**src/inc/bcg_map.vh**
```
`ifndef BCG_MAP_VH
`define BCG_MAP_VH
// ==========================================
// register byte offsets
`define BCG_OFS_CTRL 8'h00
`define BCG_OFS_STAT 8'h04
`define BCG_OFS_MASK 8'h08
`define BCG_OFS_CHRG 8'h0C
`define BCG_OFS_VOLT 8'h10
`define BCG_OFS_TEMP 8'h14
`define BCG_OFS_THR0 8'h18
`define BCG_OFS_THR5 8'h2C
// ==========================================
// control fields
`define BCG_CTRL_CONV 0
`define BCG_CTRL_MODE_LO 1
`define BCG_CTRL_MODE_HI 2
`define BCG_MODE_OFF 2'b00
`define BCG_MODE_DONE 2'b01
`define BCG_MODE_ALERT 2'b10
`define BCG_CTRL_RST 3'h4
// ==========================================
// status fields, threshold index order
`define BCG_ST_CHG_HI 0
`define BCG_ST_CHG_LO 1
`define BCG_ST_V_HI 2
`define BCG_ST_V_LO 3
`define BCG_ST_T_HI 4
`define BCG_ST_T_LO 5
`define BCG_ST_DONE 6
`define BCG_ST_W 7
// ==========================================
// reset values
`define BCG_CHRG_RST 16'h7FFF
`define BCG_CHRG_FULL 16'hFFFF
`define BCG_THR_HI_RST 16'hFFFF
`define BCG_THR_LO_RST 16'h0000
`define BCG_ADC_W 14
`endif

```
**src/hw/bcg_cmp.v**
```verilog
`timescale 1ns/10ps
`default_nettype none
// ==========================================
// window comparator, registered flags
module bcg_cmp #(
    parameter W = 16
) (
    input wire clk_i,
    input wire rst_i,
    input wire [W-1:0] val_i,
    input wire [W-1:0] hi_i,
    input wire [W-1:0] lo_i,
    output reg over_o,
    output reg under_o
);
    always @(posedge clk_i)
    begin
        if (rst_i)
        begin
            over_o <= 1'b0;
            under_o <= 1'b0;
        end
        else
        begin
            over_o <= (val_i > hi_i);
            under_o <= (val_i < lo_i);
        end
    end
endmodule // bcg_cmp
`default_nettype wire

```
**src/hw/bcg_gauge.v**
```verilog
// Behaviour
// - charge, voltage, temperature readable by host
// - store 14-bit voltage and temperature results
// - voltage conversion uses negative sense input
// - charge counts up/down with sense current
// - high and low threshold per quantity
// - violation sets status flag or alert
// - two control bits select pin function
// - pin starts in alert output mode
// - alert mode: open-drain low on violation
// - charge-done pin high presets charge full
`include "bcg_map.vh"
`timescale 1ns/10ps
`default_nettype none
module bcg_gauge (
    input wire clk_i,
    input wire rst_i,
    input wire cyc_i,
    input wire stb_i,
    input wire we_i,
    input wire [7:0] adr_i,
    input wire [3:0] sel_i,
    input wire [31:0] dat_i,
    output reg [31:0] dat_o,
    output reg ack_o,
    output reg irq_o,
    input wire chg_up_i,
    input wire chg_dn_i,
    output reg adc_start_o,
    output reg adc_chan_o,
    input wire adc_done_i,
    input wire [`BCG_ADC_W-1:0] adc_data_i,
    input wire alert_or_charge_done_pin_i,
    output reg alert_or_charge_done_pin_o,
    output reg alert_or_charge_done_pin_oe_o
);
    localparam NTHR = 6;
    localparam ST_IDLE = 3'd0;
    localparam ST_VSTART = 3'd1;
    localparam ST_VWAIT = 3'd2;
    localparam ST_TSTART = 3'd3;
    localparam ST_TWAIT = 3'd4;
    localparam CHAN_VOLT = 1'b0;
    localparam CHAN_TEMP = 1'b1;

    // ==========================================
    // helpers
    function [15:0] merge16;
        input [15:0] old;
        input [31:0] wd;
        input [3:0] sel;
        begin
            merge16 = old;
            if (sel[0])
                merge16[7:0] = wd[7:0];
            if (sel[1])
                merge16[15:8] = wd[15:8];
        end
    endfunction

    // ==========================================
    // state
    reg [2:0] ctrl_ff;
    reg [`BCG_ST_W-1:0] stat_ff;
    reg [`BCG_ST_W-1:0] mask_ff;
    reg [15:0] chrg_ff;
    reg [`BCG_ADC_W-1:0] volt_ff;
    reg [`BCG_ADC_W-1:0] temp_ff;
    reg [15:0] thr_ff [0:NTHR-1];
    reg [2:0] cst_ff;
    reg [2:0] nxt_cst;
    reg [1:0] up_sy_ff;
    reg [1:0] dn_sy_ff;
    reg [1:0] pin_sy_ff;
    reg up_d_ff;
    reg dn_d_ff;
    reg pin_d_ff;
    wire [NTHR-1:0] viol;
    wire bus_req;
    wire bus_wr;
    wire [5:0] widx;
    wire thr_sel;
    wire [7:0] toff;
    wire [2:0] tidx;
    wire up_ev;
    wire dn_ev;
    wire mode_done;
    wire mode_alert;
    wire done_lvl;

    assign bus_req = cyc_i & stb_i & ~ack_o;
    assign bus_wr = bus_req & we_i;
    assign widx = adr_i[7:2];
    assign thr_sel = (adr_i >= `BCG_OFS_THR0) && (adr_i <= `BCG_OFS_THR5) && (adr_i[1:0] == 2'b00);
    assign toff = adr_i - `BCG_OFS_THR0;
    assign tidx = toff[4:2];
    assign up_ev = up_sy_ff[1] & ~up_d_ff;
    assign dn_ev = dn_sy_ff[1] & ~dn_d_ff;
    assign mode_done = (ctrl_ff[`BCG_CTRL_MODE_HI:`BCG_CTRL_MODE_LO] == `BCG_MODE_DONE);
    assign mode_alert = (ctrl_ff[`BCG_CTRL_MODE_HI:`BCG_CTRL_MODE_LO] == `BCG_MODE_ALERT);
    assign done_lvl = mode_done & pin_sy_ff[1];

    // ==========================================
    // input synchronisers
    always @(posedge clk_i)
    begin
        if (rst_i)
        begin
            up_sy_ff <= 2'b00;
            dn_sy_ff <= 2'b00;
            pin_sy_ff <= 2'b11;
            up_d_ff <= 1'b0;
            dn_d_ff <= 1'b0;
            pin_d_ff <= 1'b1;
        end
        else
        begin
            up_sy_ff <= {up_sy_ff[0], chg_up_i};
            dn_sy_ff <= {dn_sy_ff[0], chg_dn_i};
            pin_sy_ff <= {pin_sy_ff[0], alert_or_charge_done_pin_i};
            up_d_ff <= up_sy_ff[1];
            dn_d_ff <= dn_sy_ff[1];
            pin_d_ff <= pin_sy_ff[1];
        end
    end

    // ==========================================
    // threshold comparators
    genvar g;
    generate
        for (g = 0; g < 3; g = g + 1)
        begin : g_cmp
            wire [15:0] val;
            if (g == 0)
            begin : g_c
                assign val = chrg_ff;
            end
            else if (g == 1)
            begin : g_v
                assign val = {2'b00, volt_ff};
            end
            else
            begin : g_t
                assign val = {2'b00, temp_ff};
            end
            bcg_cmp #(.W(16)) u_cmp (
                .clk_i(clk_i),
                .rst_i(rst_i),
                .val_i(val),
                .hi_i(thr_ff[2*g]),
                .lo_i(thr_ff[2*g+1]),
                .over_o(viol[2*g]),
                .under_o(viol[2*g+1])
            );
        end
    endgenerate

    // ==========================================
    // conversion sequencer
    always @*
    begin
        nxt_cst = cst_ff;
        case (cst_ff)
            ST_IDLE:
                if (ctrl_ff[`BCG_CTRL_CONV])
                    nxt_cst = ST_VSTART;
            ST_VSTART:
                nxt_cst = ST_VWAIT;
            ST_VWAIT:
                if (adc_done_i)
                    nxt_cst = ST_TSTART;
            ST_TSTART:
                nxt_cst = ST_TWAIT;
            ST_TWAIT:
                if (adc_done_i)
                    nxt_cst = ST_IDLE;
            default:
                nxt_cst = ST_IDLE;
        endcase
    end

    always @(posedge clk_i)
    begin
        if (rst_i)
        begin
            cst_ff <= ST_IDLE;
            adc_start_o <= 1'b0;
            adc_chan_o <= CHAN_VOLT;
            volt_ff <= {`BCG_ADC_W{1'b0}};
            temp_ff <= {`BCG_ADC_W{1'b0}};
        end
        else
        begin
            cst_ff <= nxt_cst;
            adc_start_o <= (nxt_cst == ST_VSTART) || (nxt_cst == ST_TSTART);
            // voltage is taken at the battery-side sense input
            if (nxt_cst == ST_VSTART)
                adc_chan_o <= CHAN_VOLT;
            else if (nxt_cst == ST_TSTART)
                adc_chan_o <= CHAN_TEMP;
            if (cst_ff == ST_VWAIT && adc_done_i)
                volt_ff <= adc_data_i;
            if (cst_ff == ST_TWAIT && adc_done_i)
                temp_ff <= adc_data_i;
        end
    end

    // ==========================================
    // charge accumulator
    always @(posedge clk_i)
    begin
        if (rst_i)
            chrg_ff <= `BCG_CHRG_RST;
        else if (done_lvl)
            chrg_ff <= `BCG_CHRG_FULL;
        else if (bus_wr && adr_i == `BCG_OFS_CHRG)
            chrg_ff <= merge16(chrg_ff, dat_i, sel_i);
        else if (up_ev && !dn_ev)
            chrg_ff <= chrg_ff + 16'h0001;
        else if (dn_ev && !up_ev)
            chrg_ff <= chrg_ff - 16'h0001;
    end

    // ==========================================
    // control, mask, thresholds
    integer i;
    always @(posedge clk_i)
    begin
        if (rst_i)
        begin
            ctrl_ff <= `BCG_CTRL_RST;
            mask_ff <= {`BCG_ST_W{1'b0}};
            for (i = 0; i < NTHR; i = i + 1)
                thr_ff[i] <= (i % 2 == 0) ? `BCG_THR_HI_RST : `BCG_THR_LO_RST;
        end
        else if (bus_wr)
        begin
            if (adr_i == `BCG_OFS_CTRL && sel_i[0])
                ctrl_ff <= dat_i[2:0];
            if (adr_i == `BCG_OFS_MASK && sel_i[0])
                mask_ff <= dat_i[`BCG_ST_W-1:0];
            if (thr_sel)
                thr_ff[tidx] <= merge16(thr_ff[tidx], dat_i, sel_i);
        end
    end

    // ==========================================
    // sticky status, set wins over clear
    wire [`BCG_ST_W-1:0] st_set;
    wire [`BCG_ST_W-1:0] st_clr;
    assign st_set = {done_lvl & ~pin_d_ff, viol};
    assign st_clr = (bus_wr && adr_i == `BCG_OFS_STAT && sel_i[0]) ? dat_i[`BCG_ST_W-1:0] : {`BCG_ST_W{1'b0}};

    always @(posedge clk_i)
    begin
        if (rst_i)
            stat_ff <= {`BCG_ST_W{1'b0}};
        else
            stat_ff <= (stat_ff & ~st_clr) | st_set;
    end

    // ==========================================
    // alert pin and interrupt
    // pin stays low until the host clears the flags it has read or leaves alert mode
    always @(posedge clk_i)
    begin
        if (rst_i)
        begin
            alert_or_charge_done_pin_o <= 1'b0;
            alert_or_charge_done_pin_oe_o <= 1'b0;
            irq_o <= 1'b0;
        end
        else
        begin
            alert_or_charge_done_pin_o <= 1'b0;
            alert_or_charge_done_pin_oe_o <= mode_alert && (stat_ff[5:0] != 6'h00);
            irq_o <= |(stat_ff & mask_ff);
        end
    end

    // ==========================================
    // wishbone slave, one wait state
    always @(posedge clk_i)
    begin
        if (rst_i)
        begin
            ack_o <= 1'b0;
            dat_o <= 32'h0000_0000;
        end
        else
        begin
            ack_o <= bus_req;
            dat_o <= 32'h0000_0000;
            if (bus_req && !we_i)
            begin
                if (thr_sel)
                    dat_o <= {16'h0000, thr_ff[tidx]};
                else
                    case (adr_i)
                        `BCG_OFS_CTRL: dat_o <= {29'h0, ctrl_ff};
                        `BCG_OFS_STAT: dat_o <= {25'h0, stat_ff};
                        `BCG_OFS_MASK: dat_o <= {25'h0, mask_ff};
                        `BCG_OFS_CHRG: dat_o <= {16'h0000, chrg_ff};
                        `BCG_OFS_VOLT: dat_o <= {18'h0, volt_ff};
                        `BCG_OFS_TEMP: dat_o <= {18'h0, temp_ff};
                        default: dat_o <= 32'h0000_0000;
                    endcase
            end
        end
    end
endmodule // bcg_gauge
`default_nettype wire

```
**config.mk**
```make
export PLATFORM = sky130hd
export DESIGN_NAME = bcg_gauge
export DESIGN_NICKNAME = d
export VERILOG_FILES = /design/src/hw/bcg_cmp.v /design/src/hw/bcg_gauge.v
export VERILOG_INCLUDE_DIRS = /design/src /design/src/inc
export SDC_FILE = /design/constraint.sdc
export NUM_CORES = 1
export LEC_CHECK = 0
export BUFFER_PORTS_ARGS = -buffer_cell sky130_fd_sc_hd__buf_2
export CAP_MARGIN = 10
export CORE_MARGIN = 2
export CORE_UTILIZATION = 45
export DETAILED_ROUTE_END_ITERATION = 12
export SLEW_MARGIN = 20
export SYNTH_ARGS = -nofsm -noshare
export SYNTH_HDL_FRONTEND = slang
export SYNTH_SLANG_ARGS = --single-unit
export TNS_END_PERCENT = 50
```
**constraint.sdc**
```tcl
create_clock -name clk_i -period 4.2 [get_ports clk_i]
set_input_delay 0.21 -clock clk_i [delete_from_list [all_inputs] [get_ports clk_i]]
set_output_delay 0.21 -clock clk_i [all_outputs]
set_load 0.01 [all_outputs]
```
=== Word-level counts from Yosys, hierarchy flattened ===
Memories as Yosys holds them, arrays and structs flattened.
Index checks and enable logic that the tools add are counted.

* Output and inout port bits: 38
* Bits of input ports: 67
* RAM bits: 96
* Memories: 1
* Register bits: 116
* Logic and storage cells: 136

* Bitwise operators: 16
* Equal/unequal tests: 16
* Order comparisons: 8
* Add/sub/neg operators: 3
* Mux-type cells: 30
* Reductions and logical operators: 34

{| class="wikitable"
|+ Memory list
! name !! words !! width !! rd ports !! clocked after Yosys merged registers in !! wr ports !! line !! RTL
|-
| thr_ff || 6 || 16 || 7 || 0 || 6 || bcg_gauge.v:69 || <nowiki>reg [15:0] thr_ff [0:NTHR-1];</nowiki>
|}

{| class="wikitable"
|+ Operators by type and width
! cell !! count
|-
| two-way mux 16 bit || 6
|-
| case mux 16 bit (6 select lines) || 1
|-
| two-way mux 8 bit || 10
|-
| greater-than comparator 14 x 16 -> 1 bit || 2
|-
| < comparator 14 x 16 -> 1 bit || 2
|-
| adder 16 x 1 -> 16 bit (second input constant) || 1
|-
| equality test 8 x 4 -> 1 bit (second input constant) || 2
|-
| equality test 8 x 5 -> 1 bit (second input constant) || 2
|-
| greater-than comparator 16 bit || 1
|-
| < comparator 16 bit || 1
|-
| OR reduction 16 bit || 1
|-
| subtractor 16 x 1 -> 16 bit (second input constant) || 1
|-
| case mux 3 bit (5 select lines) || 1
|-
| bitwise AND 7 bit || 2
|-
| logical AND 1 bit || 13
|-
| two-way mux 3 bit || 4
|-
| AND reduction 2 bit || 5
|-
| equality test 3 x 2 -> 1 bit (second input constant) || 3
|-
| equality test 8 x 3 -> 1 bit (second input constant) || 1
|-
| greater-or-equal comparator 8 x 5 -> 1 bit (second input constant) || 1
|-
| <= comparator 8 x 6 -> 1 bit (second input constant) || 1
|-
| zero test 8 bit || 1
|-
| bitwise AND 1 bit || 7
|-
| two-way mux 1 bit || 7
|-
| 21 further kinds || 31
|}

=== Logic depth before layout (Yosys ltp) ===
Gate-level depths: netlist of run 1.

* Word-level depth: 9
* Gate-level depth with buffers: 12
* Mapped depth without buffers: 11

=== Modules after synthesis ===
Synthesis of run 1 repeated with hierarchy kept, for this count alone.

* Cell total of the unflattened synthesis: 1,318
* Area total of the unflattened synthesis: 12,733.5 µm²

{| class="wikitable"
|+ By module, submodules not included
! module !! cells each !! times used !! seq. area each (µm²) !! area each (µm²)
|-
| bcg_gauge || 973 || 1 || 5,725.5 || 10,286.1
|-
| bcg_cmp || 115 || 3 || 40.0 || 815.8
|}

=== Worst setup path before layout of run 1 ===
No wires, ideal clock.

* Kind: input-to-reg
* From: in adr_i[3]
* To: mem thr_ff[3][0], enable pin
* Data required time: 3.789 ns
* Path buffers: 3
* Data arrival time: 2.550 ns
* Slack: 1.239 ns
* Library setup time: 0.411 ns
* Stages: 8
* Path through: buf_4 > nand2_2 > mux2i_1 > nand2_1 > or3_1 > buf_2 > buf_6 > o21ai_0

{| class="wikitable"
|+ RTL lines
! element !! line !! RTL
|-
| from (decl) || bcg_gauge.v:21 || <nowiki>input wire [7:0] adr_i,</nowiki>
|-
| to (decl) || bcg_gauge.v:69 ||
|}

=== Worst setup path in the final report of run 1 ===
* From: reg up_d_ff
* To: reg chrg_ff[15]

* Word-level cells in the longest chain between the ends: 6
* Elaborated cells between the ends (all ways): 10
* Those cells by class: mux: 3; bitwise: 2; reduce/logical: 5

{| class="wikitable"
|+ Ends and longest elaborated chain
! element !! line !! RTL
|-
| from (decl) || bcg_gauge.v:75 || <nowiki>reg up_d_ff;</nowiki>
|-
| from (signal assigned) || bcg_gauge.v:121 || <nowiki>up_d_ff <= up_sy_ff[1];</nowiki>
|-
| inverter 1 bit (*) || bcg_gauge.v:97 || <nowiki>assign up_ev = up_sy_ff[1] & ~up_d_ff;</nowiki>
|-
| bitwise AND 1 bit (*) || bcg_gauge.v:97 ||
|-
| logical AND 1 bit / zero test 1 bit (equally long branches) || bcg_gauge.v:218, bcg_gauge.v:220 ||
|-
| two-way mux 16 bit / logical AND 1 bit (equally long branches) || bcg_gauge.v:218, bcg_gauge.v:220 ||
|-
| two-way mux 16 bit / nonzero test 4 bit (equally long branches) || -- ||
|-
| two-way mux 16 bit / AND reduction 2 bit (equally long branches) || -- ||
|-
| to (signal assigned) || bcg_gauge.v:215 || <nowiki>chrg_ff <= `BCG_CHRG_FULL;</nowiki>
|-
| to (signal assigned) || bcg_gauge.v:217 || <nowiki>chrg_ff <= merge16(chrg_ff, dat_i, sel_i);</nowiki>
|-
| to (signal assigned) || bcg_gauge.v:219 || <nowiki>chrg_ff <= chrg_ff + 16'h0001;</nowiki>
|-
| to (decl) || bcg_gauge.v:66 || <nowiki>reg [15:0] chrg_ff;</nowiki>
|}

Every way passes the cells marked *; elsewhere a longest branch is shown, timed or not.
A chain may end at the register's enable or synchronous reset.

==> results.py, run 1 <==
metrics = {
    "yosys": {
        "synth.most_common_cell": "nand2_1",
        "synth_edf_count": 128,
        "ys_ff_latch": 228,
        "synthesis.area_mm2": 0.0127,
        "ys_top_cells_by_count": "nand2_1, edfxtp_1, inv_1, ha_1, dfxtp_1",
        "synth_top_area_share_pct": 30.3,
        "synth_top_area_cell": "edfxtp_1",
        "synthArstFlopShare_pct": 0,
        "postSynthCellCount": 1297,
        "yosys_warnings": 0,
        "synthTopCellsByArea": "edfxtp_1, dfxtp_1, ha_1",
        "ys_types": 71,
        "synth_area_per_cell_um2": 9.78,
        "yosysSeqAreaShare_pct": 46.1,
        "synth_flop_cell": "edfxtp_1",
    },
    "detailed_routing": {
        "ant_nets": 0,
        "drcViolationCount": 0,
        "wl_mm": 40.3,
        "first_iter_violations": 1136,
        "drt_pass1_iterations": 8,
        "routedWlPerCell_um": 22.2,
        "num_vias": 10366,
        "vias_per_cell": 5.71,
    },
    "job": {
        "drv_cap": 0,
    },
    "critical_path": {
        "crit_family": "compound AO/OA/AOI/OAI gates",
        "cp-start-kind": "register",
        "path_cells": "nand2b_1 -> inv_1 -> ha_1 -> inv_1 -> ha_1 -> o211ai_1 -> o211ai_1 -> nand3_1 -> a21oi_1 -> xnor2_1 -> a221oi_1",
        "path_buf_inv": 2,
        "worstSetupPathType": "register to register",
        "ff2ff_path_depth": 11,
        "cp_data_arrival_time_ns": 3.71,
        "end_kind": "register",
        "critPathMaxStageDelay_ns": 0.49,
        "r2r-end": "chrg_ff[15]",
        "crit_required_ns": 4.64,
        "rrSetupSlack_ns": 0.93,
        "r2r-start": "up_d_ff",
        "crit_path_max_fanout": 15,
        "slowest_stage": "inv_1",
    },
    "cts": {
        "cts_max_path_buffers": 3,
        "clkTransAtPathRegs_ns": 0.06,
        "cts_buffers": 26,
        "cts_resized": 0,
        "post_cts_buffers": 0,
        "cts.htree.levels": 1,
        "clock_sinks": 228,
        "insertion_delay_ns": 0.54,
        "cts_tree": "yes",
        "root_buffer": "clkbuf_16",
    },
    "sta": {
        "timing_worst_slew_pin_value_ns": 0.918,
        "setup_ws_ns": 0.932,
        "finalHoldViolCount": 0,
        "fmax_ghz": 0.306,
        "drv_slew": 0,
        "finClkSkew_ns": 0.0119,
        "grt_setup_unrepaired": "false",
        "tns_ns": 0,
        "setup_viol": 0,
        "fin_crit_sh_pct": 77.8,
        "slew_headroom_pct": 38.8,
        "fin_crit_ns": 3.27,
    },
    "pwr": {
        "max-vdd-ir-drop_uv": 308,
        "power.density_mw_per_mm2": 373,
        "total_power_mw": 5.47,
        "leakage_nw": 6.29,
    },
    "grt": {
        "grt_pass1_wl_mm": 59.6,
        "gr-total-overflow": 0,
        "antenna_found_initial": 0,
        "grt_max_degree": 54,
        "grt_pass1_vias": 9750,
        "grt_usage_pct": 27.4,
    },
    "min_path": {
        "whs_endpoint": "mask_ff[3]",
        "hold_class": "input port to register",
        "hp-start": "dat_i[3]",
        "whs_path_depth": 3,
    },
    "floorplan": {
        "die_w_um": 172,
        "placementRows": 61,
        "floorplan.initialDensity_pct": 45.7,
        "die_area_mm2": 0.0295,
        "core_area_mm2": 0.0278,
        "io_pins": 105,
        "die_h_um": 172,
    },
    "final_layout": {
        "drive_gt1_share_pct": 11.7,
        "num_antenna_cells": 0,
        "area_growth_syn_to_layout_pct": 15.5,
        "fillers": 2599,
        "final_nets": 1586,
        "stdcell_count": 1814,
    },
    "placed_design": {
        "port_buffers": 69,
        "dp_cells": 1742,
        "dp_hpwl_mm": 30.1,
        "post-place-ws_ns": 1.05,
        "place.gp.congestion": 0.928,
    },
    "status": {
        "outcome": "completed",
    },
}
## repair_timing
item / in CTS / in global routing
hold buffers: 25 / 0
setup endpoints to repair: 0 / 0
endpoints found under the hold margin: 38 / 0
## layout make-up
class	instances	area, um2	area share, %
Sequential cell	228	5850	39.9
Multi-Input combinational cell	935	6220	42.5
Clock inverter	11	138	0.939
Tap cell	378	473	3.23
Clock buffer	36	781	5.33
Timing Repair Buffer	121	801	5.46
Inverter	105	394	2.69
## cells in the final DEF, fill, tap and decap left out, types with 8 or more instances in the layout
| cell type | instances |
|---|---|
| nand2_1 | 163 |
| o21ai_0 | 27 |
| a22oi_1 | 22 |
| edfxtp_1 | 128 |
| a21o_1 | 20 |
| o21ai_1 | 10 |
| nand2b_1 | 11 |
| ha_1 | 101 |
| nand3_1 | 18 |
| conb_1 | 49 |
| dfxtp_1 | 100 |
| o22ai_1 | 18 |
| a221oi_1 | 18 |
| nor3_1 | 29 |
| o21a_1 | 13 |
| xor2_1 | 8 |
| nor2b_1 | 36 |
| and2_1 | 9 |
| mux2i_1 | 63 |
| or2_1 | 10 |
| and3_1 | 8 |
| buf_4 | 28 |
| dlygate4sd3_1 | 25 |
| inv_1 | 104 |
| a21oi_1 | 90 |
| clkbuf_16 | 28 |
| buf_2 | 68 |
| a31oi_1 | 13 |
| o211ai_1 | 9 |
| nand4_1 | 12 |
| nor2_1 | 83 |
| a222oi_1 | 9 |
## logic make-up (layout without fill, tap and decap cells)
logic type      count (synthesis)  after routing  share of synthesized area, %
compound gates                284            284                          14.6
xor+xnor                       15             15                          1.04
fa+ha+maj                     102            102                          10.1
buf+inv                       182            273                          6.38
flops                         228            228                          46.1
mux                            73             73                          6.12
other cells                     1             49                        0.0296
simple gates                  412            412                          15.6
## worst max-delay path by stage
stage | from | endpoint | slack (ns) | cells after the start
after detailed placement | up_d_ff | chrg_ff[15] | 1.05 | 11
final | up_d_ff | chrg_ff[15] | 0.93 | 11
after CTS | up_d_ff | chrg_ff[15] | 1.02 | 11
after global placement | up_d_ff | chrg_ff[15] | 1.10 | 11
after floorplan | adr_i[3] | thr_ff[3][0] | 1.24 | 8
after global routing | up_d_ff | chrg_ff[15] | 0.71 | 11
## routing by layer
layer  GRT usage, %  share of wire (%)
met1           38.7                 44
met2           44.6                 46
met3           3.30                7.5
met4           7.42                3.0
met5              0                  0
## worst min-delay path: stages
cell	delay (ns)
buf_2	0.15
mux2i_1	0.09
nor2_1	0.07
## state kept, by name, summed over array words and instances (netlist names), 2 cells and up
name / flops
thr_ff: 128
chrg_ff: 16
dat_o: 16
temp_ff: 14
volt_ff: 14
mask_ff: 7
stat_ff: 7
cst_ff: 3
ctrl_ff: 3
g_cmp.u_cmp.over_o: 3
g_cmp.u_cmp.under_o: 3
dn_sy_ff: 2
pin_sy_ff: 2
up_sy_ff: 2
## through the flow
stage / utilization (%) / instance area (um2) / hold slack (ns)
2_1_floorplan: - / 12900 / 0.314
3_3_place_gp: 48.5 / 13500 / 0.395
3_5_place_dp: 48.5 / 13500 / 0.397
4_1_cts: 52.7 / 14700 / 0.00238
5_1_grt: 52.7 / 14700 / 0.00921
6_report: 52.7 / 14700 / 0.0173
## power breakdown
part,leakage (nW),switching (mW),internal (mW)
Sequential,1.99,0.0519,2.40
Clock,0.455,0.937,1.48
Combinational,3.85,0.376,0.226
Total,6.29,1.36,4.11
No activity file was read; power rests on OpenSTA's default activity.
==> run 2: changes to the inputs <==
Clock period 4.2 ns to 3.2 ns, I/O delays scaled along.
==> run 2 against run 1 <==
  * Die area is the same
  * Core utilization rose by 0.63 points
  * Clock power is 21% higher
  * First-iteration DRC count increased by 16%
  * Largest cell class unchanged
==> results.py, run 2 (synthesis gave the netlist of run 1 again) <==
metrics = {
    "final_layout": {
        "layout_common_cells": "nand2_1, edfxtp_1, inv_1",
        "top_regs": "thr_ff: 128 flops, chrg_ff: 16 flops, dat_o: 16 flops",
        "largest_register_ff_count": 128,
        "final_nets": 1618,
        "area_growth_syn_to_layout_pct": 16.9,
        "drive_gt1_share_pct": 12.8,
        "final_common_cell": "nand2_1",
        "fillers": 2539,
        "num_antenna_cells": 0,
        "top_register": "thr_ff",
        "finalInstanceArea_mm2": 0.0148,
    },
    "grt": {
        "grt_pass1_wl_mm": 60.9,
        "grt_pass1_vias": 10008,
        "grt_usage_pct": 28.0,
        "antenna_found_initial": 0,
        "gr-total-overflow": 0,
        "grt_max_degree": 50,
    },
    "sta": {
        "setup_viol": 0,
        "fin_crit_sh_pct": 92.2,
        "drv_slew": 0,
        "slew_headroom_pct": 38.3,
        "tns_ns": 0,
        "fin_crit_ns": 2.95,
        "fmax_ghz": 0.339,
        "setup_ws_ns": 0.248,
        "timing.hold.ws_ns": 0.0298,
        "timing_worst_slew_pin_value_ns": 0.924,
        "grt_setup_unrepaired": "false",
        "finalHoldViolCount": 0,
        "finClkSkew_ns": 0.0136,
    },
    "detailed_routing": {
        "drt-met1-wl_mm": 17.3,
        "routedWlPerCell_um": 22.3,
        "wl_met3_mm": 3.85,
        "drcViolationCount": 0,
        "ant_nets": 0,
        "highest_layer": "met4",
        "num_vias": 10431,
        "wl_mm": 41.1,
        "vias_per_cell": 5.66,
        "drt_pass1_iterations": 8,
        "wl_met2_mm": 18.2,
        "first_iter_violations": 1319,
    },
    "cts": {
        "cts_tree": "yes",
        "root_buffer": "clkbuf_16",
        "cts_max_path_buffers": 3,
        "clock_sinks": 228,
        "clkTransAtPathRegs_ns": 0.07,
        "insertion_delay_ns": 0.54,
        "cts_buffers": 26,
        "cts.htree.levels": 1,
    },
    "pwr": {
        "power.density_mw_per_mm2": 472,
        "seq_power_share_pct": 46.0,
        "power_frac_comb_pct": 11.9,
        "max-vdd-ir-drop_uv": 453,
        "p_int_mw": 5.19,
        "clockPowerShare_pct": 42.0,
        "total_power_mw": 6.99,
        "power_switching_mw": 1.81,
        "switching_share_pct": 25.8,
        "leakage_nw": 6.38,
    },
    "min_path": {
        "whs_endpoint": "ctrl_ff[0]",
        "hp-start": "dat_i[0]",
        "hold_class": "input port to register",
        "whs_path_depth": 3,
    },
    "critical_path": {
        "r2r-end": "chrg_ff[15]",
        "crit_required_ns": 3.64,
        "ff2ff_path_depth": 12,
        "cp_data_arrival_time_ns": 3.39,
        "crit_path_max_fanout": 9,
        "cp-start-kind": "register",
        "r2r-start": "up_d_ff",
        "end_kind": "register",
        "worstSetupPathType": "register to register",
        "rrSetupSlack_ns": 0.25,
    },
    "floorplan": {
        "floorplan.initialDensity_pct": 45.7,
        "core_area_mm2": 0.0278,
        "die_area_mm2": 0.0295,
        "io_pins": 105,
        "die_h_um": 172,
        "placementRows": 61,
        "die_w_um": 172,
    },
    "placed_design": {
        "port_buffers": 69,
        "post-place-ws_ns": 0.261,
        "dp_hpwl_mm": 30.4,
        "place.gp.congestion": 0.942,
        "placed_cell_area_mm2": 0.0137,
    },
    "status": {
        "outcome": "completed",
    },
    "job": {
        "drv_cap": 0,
    },
}
[run 2: changes by cell type in the layout (fill, tap and decap cells not counted), sizes merged]
cell	before	now
inv	106	105
buf	96	121
clkinvlp	1	3
bufinv	3	1
dlygate4sd3	25	32
clkbuf	36	35
[run 2: area by class of cell]
class	instances	area (um2)	share of cell area, %
timing repair buffer	153	1060	7.14
inverter	105	394	2.66
clock inverter	10	81.3	0.549
tap	378	473	3.19
clock buffer	35	747	5.04
multi-input combinational	935	6230	42.0
sequential	228	5850	39.4
[run 2: timing repair]
action | 4_1_cts | 5_1_grt
buffers inserted | 0 | 0
endpoints found under the setup margin | 0 | 1
gates resized for setup | 0 | 1
hold buffers | 32 | 0
hold endpoints to repair | 49 | 0
[run 2: worst max-delay path by stage]
stage / startpoint / to / slack [ns] / depth (start not counted)
floorplan: ack_o / thr_ff[3][0] / 0.27 / 5
global placement: up_d_ff / chrg_ff[14] / 0.36 / 11
detailed placement: up_d_ff / chrg_ff[15] / 0.26 / 12
CTS: up_d_ff / chrg_ff[15] / 0.22 / 12
global route: up_d_ff / chrg_ff[15] / 0.06 / 12
finish: up_d_ff / chrg_ff[15] / 0.25 / 12
[run 2: per-layer routing]
layer	vias to the layer above	GRT usage [%]
li1	4896	-
met1	4943	38.7
met2	497	44.0
met3	95	4.85
met4	0	10.9
met5	-	0
[run 2: through the flow]
step | std cells | util (%)
final | 1844 | 53.4
after global routing | 1844 | 53.4
after CTS | 1844 | 53.3
after detailed placement | 1767 | 49.2
after global placement | 1767 | 49.2
after floorplan | 1345 | -
[run 2: critical path, stage by stage, from the launching register on]
cell      delay (ns)
dfxtp_1         0.30
nand2b_1        0.14
inv_1           0.06
ha_1            0.23
inv_1           0.23
buf_4           0.23
ha_1            0.34
a21o_1          0.21
a31oi_1         0.25
nor4b_2         0.27
a21oi_1         0.18
xnor2_1         0.16
a221oi_1        0.26
[run 2: power groups by stage]
| stage | clock network (mW) | registers, mW | logic, mW |
|---|---|---|---|
| floorplan | 0 | 3.25 | 0.510 |
| global route | 3.08 | 3.23 | 0.903 |
| CTS | 2.95 | 3.22 | 0.815 |
| detailed placement | 0 | 3.28 | 0.780 |
| global placement | 0 | 3.28 | 0.768 |
| finish | 2.94 | 3.22 | 0.833 |
==> run 3: changes to the inputs <==
Settings changed: ABC_AREA set to 1.
==> run 3 against run 2 <==
  * Clock power increased by 9.2%
  * Maximum frequency increased by 11%
  * Final area increased by 1.4%
  * Largest cell class unchanged
  * Core utilization decreased by 0.69 points
  * Synthesized cell count increased by 27%
==> results.py, run 3 <==
metrics = {
    "status": {
        "outcome": "completed",
    },
    "critical_path": {
        "end_kind": "register",
        "crit_path_max_fanout": 15,
        "ff2ff_path_depth": 14,
        "cp_data_arrival_time_ns": 3.07,
        "worstSetupPathType": "register to register",
        "rrSetupSlack_ns": 0.53,
        "r2r-end": "chrg_ff[7]",
        "r2r-start": "dn_sy_ff[1]",
        "crit_required_ns": 3.60,
        "cp-start-kind": "register",
    },
    "final_layout": {
        "num_antenna_cells": 0,
        "area_growth_syn_to_layout_pct": 15.7,
        "final_common_cell": "nand2_1",
        "largest_register_ff_count": 128,
        "top_regs": "thr_ff: 128 flops, chrg_ff: 16 flops, dat_o: 16 flops",
        "drive_gt1_share_pct": 9.57,
        "top_register": "thr_ff",
        "layout_common_cells": "nand2_1, inv_1, nor2_1",
        "final_nets": 1947,
        "final_util_pct": 52.7,
        "finalInstanceArea_mm2": 0.0150,
    },
    "placed_design": {
        "place.gp.congestion": 0.928,
        "dp_hpwl_mm": 31.7,
        "placed_cell_area_mm2": 0.0138,
        "post-place-ws_ns": 0.568,
        "port_buffers": 69,
    },
    "sta": {
        "finalHoldViolCount": 0,
        "tns_ns": 0,
        "timing.hold.ws_ns": 0.0197,
        "finClkSkew_ns": 0.0184,
        "setup_viol": 0,
        "grt_setup_unrepaired": "false",
        "setup_ws_ns": 0.532,
        "slew_headroom_pct": 47.7,
        "fmax_ghz": 0.375,
        "fin_crit_sh_pct": 83.4,
        "timing_worst_slew_pin_value_ns": 0.782,
        "fin_crit_ns": 2.67,
        "drv_slew": 0,
    },
    "job": {
        "drv_cap": 0,
    },
    "floorplan": {
        "die_h_um": 174,
        "die_w_um": 174,
        "floorplan.initialDensity_pct": 45.5,
        "core_area_mm2": 0.0285,
        "io_pins": 105,
        "placementRows": 62,
        "die_area_mm2": 0.0303,
    },
    "cts": {
        "cts_tree": "yes",
        "cts_max_path_buffers": 3,
        "cts.htree.levels": 1,
        "cts_buffers": 27,
        "root_buffer": "clkbuf_16",
        "clock_sinks": 228,
        "clkTransAtPathRegs_ns": 0.06,
        "insertion_delay_ns": 0.54,
        "cts_resized": 0,
    },
    "yosys": {
        "postSynthCellCount": 1643,
        "synth_edf_count": 128,
        "yosys_warnings": 0,
        "synth_top_area_share_pct": 29.6,
        "synth_flop_cell": "edfxtp_1",
        "ys_types": 48,
        "ys_ff_latch": 228,
        "synth_area_per_cell_um2": 7.91,
        "synthesis.area_mm2": 0.0130,
        "synthTopCellsByArea": "edfxtp_1, dfxtp_1, nand2_1",
        "synth.most_common_cell": "nand2_1",
        "yosysSeqAreaShare_pct": 45.0,
        "ys_top_cells_by_count": "nand2_1, inv_1, nor2_1, a21oi_1, edfxtp_1",
        "synth_top_area_cell": "edfxtp_1",
        "synthArstFlopShare_pct": 0,
    },
    "min_path": {
        "whs_endpoint": "chrg_ff[13]",
        "whs_path_depth": 5,
        "hold_class": "input port to register",
        "hp-start": "dat_i[13]",
    },
    "grt": {
        "grt_usage_pct": 27.7,
        "grt_max_degree": 49,
        "grt_pass1_wl_mm": 63.6,
        "grt_pass1_vias": 10916,
        "gr-total-overflow": 0,
        "antenna_found_initial": 0,
    },
    "detailed_routing": {
        "wl_mm": 42.1,
        "drt_pass1_iterations": 5,
        "vias_per_cell": 5.24,
        "first_iter_violations": 1053,
        "drcViolationCount": 0,
        "routedWlPerCell_um": 19.3,
        "num_vias": 11434,
        "ant_nets": 0,
    },
    "pwr": {
        "power.density_mw_per_mm2": 480,
        "leakage_nw": 7.12,
        "max-vdd-ir-drop_uv": 333,
    },
}
## run 3: changes by cell type after synthesis, moves of 36 or more
cell and change:
mux2i_1 -63, nor2_1 +84, nand3_1 +59, inv_1 +124, nor2b_1 -36, a21oi_1 +38, nand2_1 +271
## run 3: worst max path at each step
| stage | startpoint | to | slack [ns] |
|---|---|---|---|
| 2_1_floorplan | adr_i[1] | thr_ff[3][0] | 0.72 |
| 3_3_place_gp | dn_sy_ff[1] | chrg_ff[7] | 0.58 |
| 3_5_place_dp | dn_sy_ff[1] | chrg_ff[7] | 0.57 |
| 4_1_cts | dn_sy_ff[1] | chrg_ff[7] | 0.55 |
| 5_1_grt | dn_sy_ff[1] | chrg_ff[5] | 0.27 |
| 6_report | dn_sy_ff[1] | chrg_ff[7] | 0.53 |
## run 3: cells by family (layout without fill, tap and decap cells)
| logic type | count (synthesis) | in the layout | share of synthesized area (%) |
|---|---|---|---|
| simple gates | 756 | 756 | 24.6 |
| buf+inv | 300 | 406 | 9.61 |
| compound gates | 251 | 251 | 10.6 |
| flops | 228 | 228 | 45.0 |
| fa+ha+maj | 102 | 102 | 9.88 |
| xor+xnor | 5 | 5 | 0.337 |
| other cells | 1 | 49 | 0.0288 |
## run 3: worst max-delay path: stages, from the launching register on
cell and delay (ns):
dfxtp_1 0.31, inv_1 0.04, nor2_1 0.13, inv_1 0.06, ha_1 0.24, inv_1 0.44
ha_1 0.39, or2_2 0.32, nand3_1 0.09, nand2_1 0.10, xor2_1 0.18, nand2_1 0.07
nand2_1 0.05, nand2_1 0.06, nand2_1 0.04
## run 3: layer usage
metal / global-route usage [%] / share of wire [%] / vias up
li1: - / - / 5585
met1: 37.5 / 43 / 5338
met2: 45.9 / 46 / 430
met3: 4.18 / 7.6 / 81
met4: 8.65 / 3.3 / 0
met5: 0 / 0 / -
## run 3: final cells by class
class	count	area, um2
fill	2807	13500
multi-input combinational	1163	6090
sequential	228	5850
inverter	240	903
clock buffer	39	826
timing repair buffer	118	786
tap	384	480
clock inverter	9	106
## run 3: repair_timing
action / in CTS / in global routing
hold buffers: 29 / 0
endpoints found under the hold margin: 43 / 0
endpoints found under the setup margin: 0 / 0
buffers inserted: 0 / 0
## run 3: where the power goes
group	internal [mW]	switching, mW	total (mW)
clock	1.94	1.26	3.21
combinational	0.255	0.548	0.803
sequential	3.15	0.0611	3.21
total	5.35	1.87	7.22
## run 3: metrics by stage
stage                     cells  total power [mW]
after floorplan            1691              3.76
after global placement     2104              4.02
after detailed placement   2104              4.03
after CTS                  2181              7.22
after global routing       2181              7.43
final                      2181              7.22
